==> src/cdt_pkg.sv <==
// Package: constants and types shared by the countdown timer block
package cdt_pkg;

    // ------------------------------------------------------------------
    // Widths and counts
    // ------------------------------------------------------------------
    localparam int NUM_TIMERS    = 3;
    localparam int COUNT_W       = 32;
    localparam int PRESCALE_W    = 16;
    localparam int GROUP_SIZE    = 8;
    localparam int CPU_LINES     = 12;
    localparam int CPU_LINE_BASE = 13;
    localparam int TIMER0_GROUP_SLOT = 0;

    // ------------------------------------------------------------------
    // Reset values
    // ------------------------------------------------------------------
    // Zero period keeps a timer reloading and flagging until software presets one;
    // a full-scale start would never reach its first reload in practice
    localparam logic [COUNT_W-1:0]    COUNT_RESET    = 32'h00000000;
    localparam logic [COUNT_W-1:0]    PERIOD_RESET   = 32'h00000000;
    localparam logic [PRESCALE_W-1:0] PRESCALE_RESET = 16'h0000;

    // ------------------------------------------------------------------
    // Clock source of timer 2
    // ------------------------------------------------------------------
    typedef enum logic [1:0] {
        CDT_SRC_SYSCLK = 2'h0,
        CDT_SRC_OSC1   = 2'h1,
        CDT_SRC_OSC2   = 2'h2,
        CDT_SRC_EXT    = 2'h3
    } cdt_src_type;

    localparam cdt_src_type SRC_RESET = CDT_SRC_SYSCLK;

endpackage : cdt_pkg

==> src/cdt_timers.sv <==
// Module: three 32-bit countdown timers with prescalers and auto-reload
// Functional notes
// - Three identical timers each hold a 32-bit down counter whose period software presets.
// - Each counter decrements once per tick, the CPU clock (timer 2: its selected source) divided by a 16-bit prescale setting plus one.
// - A timer raises its interrupt request on the tick that reloads its counter from zero.
// - At zero the counter reloads the stored period and keeps counting by itself.
// - Timer 0 interrupt goes to the interrupt expansion block, not straight to a CPU line.
// - Timer 1 interrupt is connectable to CPU interrupt line 13.
// - Timer 2 interrupt drives CPU interrupt line 14.
// - Timer 2 counts from system clock output (default), oscillator one, oscillator two or an external clock.
// - The expansion block groups sources by 8, each group feeding one of 12 CPU lines.
`timescale 1ns/1ps

// ----------------------------------------------------------------------
// One timer: prescaler, down counter, period and sticky zero flag
// ----------------------------------------------------------------------
module cdt_timer_unit
    import cdt_pkg::*;
(
    // Clock and reset
    input  wire logic                  clk,
    input  wire logic                  rst,
    // Count clock qualifier
    input  wire logic                  src_edge,
    // Configuration and control
    input  wire logic                  period_wr,
    input  wire logic [COUNT_W-1:0]    period_data,
    input  wire logic [PRESCALE_W-1:0] prescale_set,
    input  wire logic                  flag_clr,
    // Status
    output logic [COUNT_W-1:0]         count,
    output logic                       flag
);

    // ------------------------------------------------------------------
    // State
    // ------------------------------------------------------------------
    typedef struct packed {
        logic [COUNT_W-1:0]    count;
        logic [COUNT_W-1:0]    period;
        logic [PRESCALE_W-1:0] pre;
        logic                  flag;
    } cdt_unit_state_type;

    cdt_unit_state_type st_r;
    cdt_unit_state_type st_nxt;

    logic                  tick;

    // ------------------------------------------------------------------
    // Next state
    // ------------------------------------------------------------------
    always_comb begin
        st_nxt = st_r;
        tick   = 1'b0;
        // The counter is not touched; the new period applies at the next reload
        if (period_wr) begin
            st_nxt.period = period_data;
        end
        // Prescaler counts source edges; a slow source stretches every tick
        if (src_edge) begin
            if (st_r.pre == '0) begin
                st_nxt.pre = prescale_set;
                tick       = 1'b1;
            end else begin
                st_nxt.pre = st_r.pre - 16'h0001;
            end
        end
        if (tick) begin
            if (st_r.count == '0) begin
                st_nxt.count = st_r.period;
            end else begin
                st_nxt.count = st_r.count - 32'h00000001;
            end
        end
        // Set wins over a clear arriving in the same cycle
        if (flag_clr) begin
            st_nxt.flag = 1'b0;
        end
        if (tick && (st_r.count == '0)) begin
            st_nxt.flag = 1'b1;
        end
    end

    always_ff @(posedge clk) begin
        if (rst) begin
            st_r.count  <= COUNT_RESET;
            st_r.period <= PERIOD_RESET;
            st_r.pre    <= PRESCALE_RESET;
            st_r.flag   <= 1'b0;
        end else begin
            st_r <= st_nxt;
        end
    end

    // ------------------------------------------------------------------
    // Outputs
    // ------------------------------------------------------------------
    always_comb begin
        count = st_r.count;
        flag  = st_r.flag;
    end

endmodule // cdt_timer_unit

// ----------------------------------------------------------------------
// Top: three timers, timer 2 source selection and interrupt routing
// ----------------------------------------------------------------------
module cdt_timers
    import cdt_pkg::*;
(
    // Clock and reset
    input  wire logic                           clk,
    input  wire logic                           rst,
    // Per-timer configuration and control
    input  wire logic [NUM_TIMERS-1:0]          period_wr,
    input  wire logic [NUM_TIMERS*COUNT_W-1:0]  period_data,
    input  wire logic [NUM_TIMERS*PRESCALE_W-1:0] prescale_set,
    input  wire logic [NUM_TIMERS-1:0]          flag_clr,
    // Timer 2 clock source
    input  wire logic [1:0]                     t2_src_sel,
    input  wire logic                           internal_oscillator_one,
    input  wire logic                           internal_oscillator_two,
    input  wire logic                           ext_clock_in,
    // Timer 1 routing
    input  wire logic                           t1_route_en,
    // Status
    output logic [NUM_TIMERS*COUNT_W-1:0]       count_out,
    output logic [NUM_TIMERS-1:0]               zero_flag,
    // Interrupt outputs
    output logic [GROUP_SIZE-1:0]               interrupt_expansion_block,
    output logic                                cpu_irq_line_thirteen,
    output logic                                cpu_irq_line_fourteen
);

    // ------------------------------------------------------------------
    // State
    // ------------------------------------------------------------------
    typedef struct packed {
        logic [2:0]                            osc1_sync;
        logic [2:0]                            osc2_sync;
        logic [2:0]                            ext_sync;
        cdt_src_type                           src;
    } cdt_state_type;

    cdt_state_type st_r;
    cdt_state_type st_nxt;

    logic                  src_edge;
    logic [NUM_TIMERS-1:0] run_en;
    logic [COUNT_W-1:0]    unit_count [NUM_TIMERS];
    logic                  unit_flag  [NUM_TIMERS];

    // ------------------------------------------------------------------
    // Timer 2 source edge
    // ------------------------------------------------------------------
    // Bit 0 is the first sync stage; only bits 1 and 2 are looked at
    always_comb begin
        unique case (st_r.src)
            CDT_SRC_SYSCLK: src_edge = 1'b1;
            CDT_SRC_OSC1:   src_edge = st_r.osc1_sync[1] & ~st_r.osc1_sync[2];
            CDT_SRC_OSC2:   src_edge = st_r.osc2_sync[1] & ~st_r.osc2_sync[2];
            CDT_SRC_EXT:    src_edge = st_r.ext_sync[1] & ~st_r.ext_sync[2];
        endcase
    end

    // ------------------------------------------------------------------
    // Source synchronisers and selection
    // ------------------------------------------------------------------
    // Sources must run below half the clock rate or edges are lost
    always_comb begin
        st_nxt           = st_r;
        st_nxt.osc1_sync = {st_r.osc1_sync[1:0], internal_oscillator_one};
        st_nxt.osc2_sync = {st_r.osc2_sync[1:0], internal_oscillator_two};
        st_nxt.ext_sync  = {st_r.ext_sync[1:0], ext_clock_in};
        st_nxt.src       = cdt_src_type'(t2_src_sel);
    end

    always_ff @(posedge clk) begin
        if (rst) begin
            st_r.osc1_sync <= '0;
            st_r.osc2_sync <= '0;
            st_r.ext_sync  <= '0;
            st_r.src       <= SRC_RESET;
        end else begin
            st_r <= st_nxt;
        end
    end

    // ------------------------------------------------------------------
    // Timers
    // ------------------------------------------------------------------
    // Timers 0 and 1 run on every clock; timer 2 waits for its source
    always_comb begin
        run_en               = '1;
        run_en[NUM_TIMERS-1] = src_edge;
    end

    for (genvar g = 0; g < NUM_TIMERS; g++) begin : gen_timer
        cdt_timer_unit timer_u (
            .clk          (clk),
            .rst          (rst),
            .src_edge     (run_en[g]),
            .period_wr    (period_wr[g]),
            .period_data  (period_data[g*COUNT_W +: COUNT_W]),
            .prescale_set (prescale_set[g*PRESCALE_W +: PRESCALE_W]),
            .flag_clr     (flag_clr[g]),
            .count        (unit_count[g]),
            .flag         (unit_flag[g])
        );
    end

    // ------------------------------------------------------------------
    // Outputs
    // ------------------------------------------------------------------
    always_comb begin
        for (int i = 0; i < NUM_TIMERS; i++) begin
            count_out[i*COUNT_W +: COUNT_W] = unit_count[i];
            zero_flag[i]                    = unit_flag[i];
        end
        interrupt_expansion_block = '0;
        interrupt_expansion_block[TIMER0_GROUP_SLOT] = unit_flag[0];
        cpu_irq_line_thirteen = unit_flag[1] & t1_route_en;
        cpu_irq_line_fourteen = unit_flag[2];
    end

endmodule // cdt_timers

==> config.mk <==
export PLATFORM = sky130hd
export DESIGN_NAME = cdt_timers
export DESIGN_NICKNAME = d
export VERILOG_FILES = /design/src/cdt_pkg.sv /design/src/cdt_timers.sv
export SDC_FILE = /design/constraint.sdc
export NUM_CORES = 1
export LEC_CHECK = 0
export ABC_AREA = 1
export BUFFER_PORTS_ARGS = -buffer_cell sky130_fd_sc_hd__buf_2
export CORE_MARGIN = 2
export CORE_UTILIZATION = 56
export CTS_CLUSTER_SIZE = 16
export DETAILED_ROUTE_END_ITERATION = 10
export PLACE_DENSITY = 0.9
export SLEW_MARGIN = 20
export SYNTH_ARGS = -nofsm -noshare
export SYNTH_HDL_FRONTEND = slang
export SYNTH_HIERARCHICAL = 1
export SYNTH_SLANG_ARGS = --single-unit
==> constraint.sdc <==
create_clock -name clk -period 2.6 [get_ports clk]
set_input_delay 0 -clock clk [delete_from_list [all_inputs] [get_ports clk]]
set_output_delay 0 -clock clk [all_outputs]
set_load 0.05 [all_outputs]
==> run metrics, run 1 <==
status=finished, final reports clean; unrepaired setup endpoints after global routing=no; Hold Buf Count CTS=197; initial antenna violation count=2; Final Hold Viols=0; WP buf/inv=2; CTS tree=yes; post-synthesis register bit count=254; Seq/Total Area, Yosys=0.319; R2R setup slack=420 ps; Crit. End Element=flop; final setup TNS=0 ps; vias in the first global route=17,482; width of the die=173 µm; yosys warns=6; DRC=0; Max clock buf depth=3; synthesized area=0.0160 mm²; buffer count from post-CTS setup fixing=0; cell family with most CP delay=simple AND/OR/NAND/NOR gates; critical path's slowest cell=a31oi_1; vias per inst=5.66; Post-synth EDFFs=0; Synth Instances=2,460; top cells by count, synth=581 x nand2_1, 387 x nor2_1, 254 x dfxtp_1, 249 x inv_1, 210 x o21ai_0; min Tclk post-route=2180 ps; Yosys cell types=40; Starting Density=0.571; Worst Reg-to-Reg Cells=8; GRT Total Usage=0.344; Cell Chain, Critical Path=inv_1, ha_1, nand3_1, nor2_4, nand4_4, inv_2, nand2_1, a31oi_1; Tightest Hold Check Type=input port to flop; worst-skew pair later-pin latency=570 ps; CTS H-tree lvls=1; area fraction of the dominant cell type after synthesis=0.319; grt ovf=0; dpl cell area=0.0166 mm²; clock root buffer=clkbuf_16; hold path start=period_wr[2]; setup violators final=0; Post-synth ARST share=0; Post-DRT Antenna Nets=0; reg-to-reg endpoint=gen_timer[1].timer_u/st_r[8]$_SDFFE_PP0P_; dominant cell type by area after synthesis=dfxtp_1; startpoint types=flop; gpl congestion=0.982; 1st-iter DRT viols=1,953; max_cap viols=0; Setup Crit Path Kind=flop to flop; vias=18,018; I/O Buffers=259; drt total wl=53,300 µm; worst hold slack=99.2 ps; Syn Area/Cell=6.49 µm²; die area=0.0299 mm²; Clk pin slew, worst setup/hold paths=70 ps; Crit Path Max Fanout=13; fin crit share=0.837; core box area=0.0279 mm²; Die H=173 µm; Max Fclk=460 MHz; wire per inst=16.7 µm; count leader, synth=nand2_1; number of iterations in the first detailed-routing pass=6; Slew headroom=0.283; Critical Path RT=2980 ps; RR Startpoint=gen_timer[1].timer_u/st_r[1]$_SDFFE_PP0P_; Post-synth top flop=dfxtp_1; first-pass GRT wire length=86,100 µm; Synth area leaders=dfxtp_1 32%, nand2_1 14%, nor2_1 9.1%; row count=61; nets=2,949; Slew Viols, Final=0; largest net degree at the start of global routing=79; depth of the worst hold-timing path=3; fin area=0.0196 mm²; CTS Buf Count=29; Worst Skew=36.7 ps; IO Count=267; WP data arrival=2560 ps; CTS Sinks=254; sink of the worst hold path=gen_timer[2].timer_u/st_r[28]$_SDFFE_PP0P_; DP HPWL=32,800 µm; Resized cells post-CTS=0; post-layout util=0.702; P&R area growth vs syn=22.8%; share of layout cells above drive strength 1=0.179; worst-margin pin slew=1070 ps; Worst path max stage delay=470 ps
[how the worst max path moves through the flow]
stage	startpoint	end	slack, ps	cells after the start
after floorplan	gen_timer[0].timer_u/st_r[1]$_SDFFE_PP0P_	gen_timer[0].timer_u/count[24]$_SDFFE_PP0N_	1040	10
after global routing	gen_timer[0].timer_u/st_r[1]$_SDFFE_PP0P_	gen_timer[0].timer_u/st_r[15]$_SDFFE_PP0P_	310	9
final	gen_timer[1].timer_u/st_r[1]$_SDFFE_PP0P_	gen_timer[1].timer_u/st_r[8]$_SDFFE_PP0P_	420	8
after global placement	st_r[10]$_SDFF_PP0_	gen_timer[2].timer_u/count[23]$_SDFFE_PP0N_	710	12
after detailed placement	gen_timer[1].timer_u/st_r[1]$_SDFFE_PP0P_	gen_timer[1].timer_u/st_r[11]$_SDFFE_PP0P_	650	8
after CTS	rst	gen_timer[2].timer_u/st_r[17]$_SDFFE_PP0P_	520	6
[cells by family after synthesis]
family                     after synthesis  share of synthesized area
and+or+nand+nor                       1270                      0.365
buffers and inverters                  457                      0.145
AOI/OAI and AO/OA                      450                      0.154
DFF                                    254                      0.319
xor gates and xnor gates                15                    0.00823
adders and majority gates               12                    0.00941
other                                    2                   0.000470
[worst min-delay path: cells and delay by family]
family	cells	cell delay, ps
buffers and inverters	1	270
AO/OA/AOI/OAI	1	210
AND/OR/NAND/NOR	1	120
[metrics by stage]
step | std cells | setup slack (ps)
after detailed placement | 2929 | 654
after global placement | 2929 | 712
after floorplan | 2467 | 1040
final | 3182 | 424
after CTS | 3180 | 524
after global routing | 3181 | 306
[state kept, by name, indices dropped and copies added, names as in the netlist]
| signal | count |
|---|---|
| gen_timer.timer_u/st_r | 144 |
| gen_timer.timer_u/flag | 3 |
| st_r | 5 |
| st_nxt | 6 |
| gen_timer.timer_u/count | 96 |
[placed cells by master (no fill, tap or decap), types with 12 or more instances in the layout]
cell           count
a21oi_1          165
a21oi_2           36
a31oi_1           12
buf_2            258
buf_4             16
clkbuf_16         29
dfxtp_1          254
dlygate4sd3_1    197
ha_1              12
inv_1            249
inv_2             15
nand2_1          581
nand2_2           12
nand3_1          139
nand3_2           21
nand4_1           19
nor2_1           387
nor2_2            27
nor2_4            33
o21ai_0          210
[metal layers]
metal | wire, µm | global-route usage
met4 | 3130 | 0.191
met1 | 20200 | 0.403
met5 | 13 | 0
met3 | 4850 | 0.0684
met2 | 25000 | 0.590
[cell type report]
class,instances,area (µm²)
diodes,2,5.00
clock buffers,36,792
clock inverters,18,263
fillers,2152,8320
inverters,267,1020
multi-input cells,1756,8590
flip-flops and latches,254,5080
well taps,378,473
repair buffers,471,3380
Power of run 1 is left out: the tool's default activity adds up to more than one toggle a clock period on the data nets, which glitch-free logic cannot reach.
==> run 2: changes to the inputs <==
==> constraint.sdc (replaced) <==
create_clock -name clk -period 2.1 [get_ports clk]
set_input_delay 0 -clock clk [delete_from_list [all_inputs] [get_ports clk]]
set_output_delay 0 -clock clk [all_outputs]
set_load 0.05 [all_outputs]
==> run metrics, run 2 (same netlist as run 1, synthesis figures left out) <==
row count=61 (unchanged); setup violators final=0 (unchanged); Max Fclk=506 MHz (+10%); Crit. End Element=flop; worst-skew pair later-pin latency=530 ps (-40 ps); Critical Path RT=2520 ps (-460 ps); worst hold slack=35.3 ps (-63.9 ps); clock root buffer=clkbuf_16; DRC=0 (unchanged); min Tclk post-route=1980 ps (-201 ps); die area=0.0299 mm² (unchanged); Clk pin slew, worst setup/hold paths=70 ps (about the same); Crit Path Max Fanout=13 (unchanged); fin crit share=0.941 (+0.104); P&R area growth vs syn=24.0%; I/O Buffers=259 (unchanged); worst-margin pin slew=799 ps (-274 ps); fillers=2,123 (-1.3%); vias per inst=5.64 (-0.34%); largest net degree at the start of global routing=75 (-5.1%); drt total wl=54,000 µm (+1.4%); Multi-input gate area=0.00861 mm² (+0.26%); Die H=173 µm (unchanged); most frequent cells in the layout=581 x nand2_1, 387 x nor2_1, 258 x buf_2, 254 x dfxtp_1, 249 x inv_1; post-layout util=0.708 (+0.00645); max_cap viols=0 (unchanged); WP data arrival=2390 ps (-170 ps); Slew headroom=0.467 (+0.183); Max clock buf depth=3 (unchanged); Starting Density=0.571 (unchanged); Worst Skew=18.8 ps (-17.9 ps); GRT Total Usage=0.346 (+0.00167); initial antenna violation count=6 (+4); Slew Viols, Final=0 (unchanged); wire per inst=16.8 µm (+0.57%); vias=18,098 (+0.44%); CTS tree=yes; gpl congestion=0.993 (+1.1%); first-pass GRT wire length=86,800 µm (+0.75%); DP HPWL=33,600 µm (+2.6%); CTS Sinks=254 (unchanged); number of iterations in the first detailed-routing pass=7 (+1); most common cell after layout, fill and taps aside=nand2_1; core box area=0.0279 mm² (unchanged); final setup TNS=0 ps (unchanged); share of layout cells above drive strength 1=0.185 (+0.00617); Setup Crit Path Kind=flop to flop; max FFs per register=144 (unchanged); vias in the first global route=17,804 (+1.8%); IO Count=267 (unchanged); Tightest Hold Check Type=input port to flop; status=finished, final reports clean; CTS H-tree lvls=1 (unchanged); nets=2,973 (+0.81%); 1st-iter DRT viols=1,812 (-7.2%); unrepaired setup endpoints after global routing=yes; width of the die=173 µm (unchanged); Final Hold Viols=0 (unchanged); startpoint types=flop; largest register by flop count=gen_timer.timer_u/st_r; Post-DRT Antenna Nets=0 (unchanged); CTS Buf Count=27 (-6.9%); Sequential Area=0.00508 mm² (unchanged); grt ovf=0 (unchanged)
## run 2: cell types whose count changed in the layout (fill, tap and decap cells not counted), sizes merged
cell	delta
diode	+5
dlygate4sd3	-1
buf	+27
clkinvlp	-2
clkinv	-1
inv	-2
bufinv	-1
## run 2: cell type report
| type | instances | share of cell area |
|---|---|---|
| Antenna cell | 7 | 0.000885 |
| Clock inverter | 12 | 0.00948 |
| Tap cell | 378 | 0.0239 |
| Inverter | 267 | 0.0514 |
| Multi-Input combinational cell | 1756 | 0.435 |
| Timing Repair Buffer | 497 | 0.183 |
| Clock buffer | 36 | 0.0389 |
| Sequential cell | 254 | 0.257 |
## run 2: critical path, stage by stage (launching register included)
cell and delay (ps):
dfxtp_1 330, inv_1 140, ha_1 240, nand3_1 140
nor2_4 180, nand4_4 120, inv_2 170, nand3_4 200
o21ai_0 250, nor2_1 80
## run 2: path summary, 6_finish.rpt
check                                            startpoint                                     endpoint  slack (ps)  cells past startpoint
setup / recovery  gen_timer[1].timer_u/st_r[1]$_SDFFE_PP0P_  gen_timer[1].timer_u/count[13]$_SDFFE_PP0N_         120                      9
hold / removal                                 period_wr[2]   gen_timer[2].timer_u/st_r[22]$_SDFFE_PP0P_          40                      3
setup reg to reg  gen_timer[1].timer_u/st_r[1]$_SDFFE_PP0P_  gen_timer[1].timer_u/count[13]$_SDFFE_PP0N_         120                      9
hold reg to reg                        st_nxt[7]$_SDFF_PP0_                           st_r[7]$_SDFF_PP0_         440                      2
## run 2: metal layers
layer,part of all wire,routed length (µm),track usage
met4,0.062,3340,0.199
met5,0,0,0
met2,0.48,25700,0.598
met3,0.088,4760,0.0613
met1,0.37,20200,0.403
## run 2: timing repair
item | in CTS | in global routing
endpoints found under the hold margin | 152 | 0
hold buffers | 196 | 0
buffers inserted | 0 | 2
resized for setup | 0 | 4
setup endpoints to repair | 0 | 13
## run 2: through the flow
stage | setup WS (ps) | instance area, µm² | std cells
after floorplan | 543 | 16000 | 2467
after global placement | 251 | 16800 | 2954
after detailed placement | 194 | 16800 | 2954
after CTS | 181 | 19700 | 3198
after global routing | 3.88 | 19800 | 3206
final | 125 | 19800 | 3207
Power of run 2 is left out for the same reason.
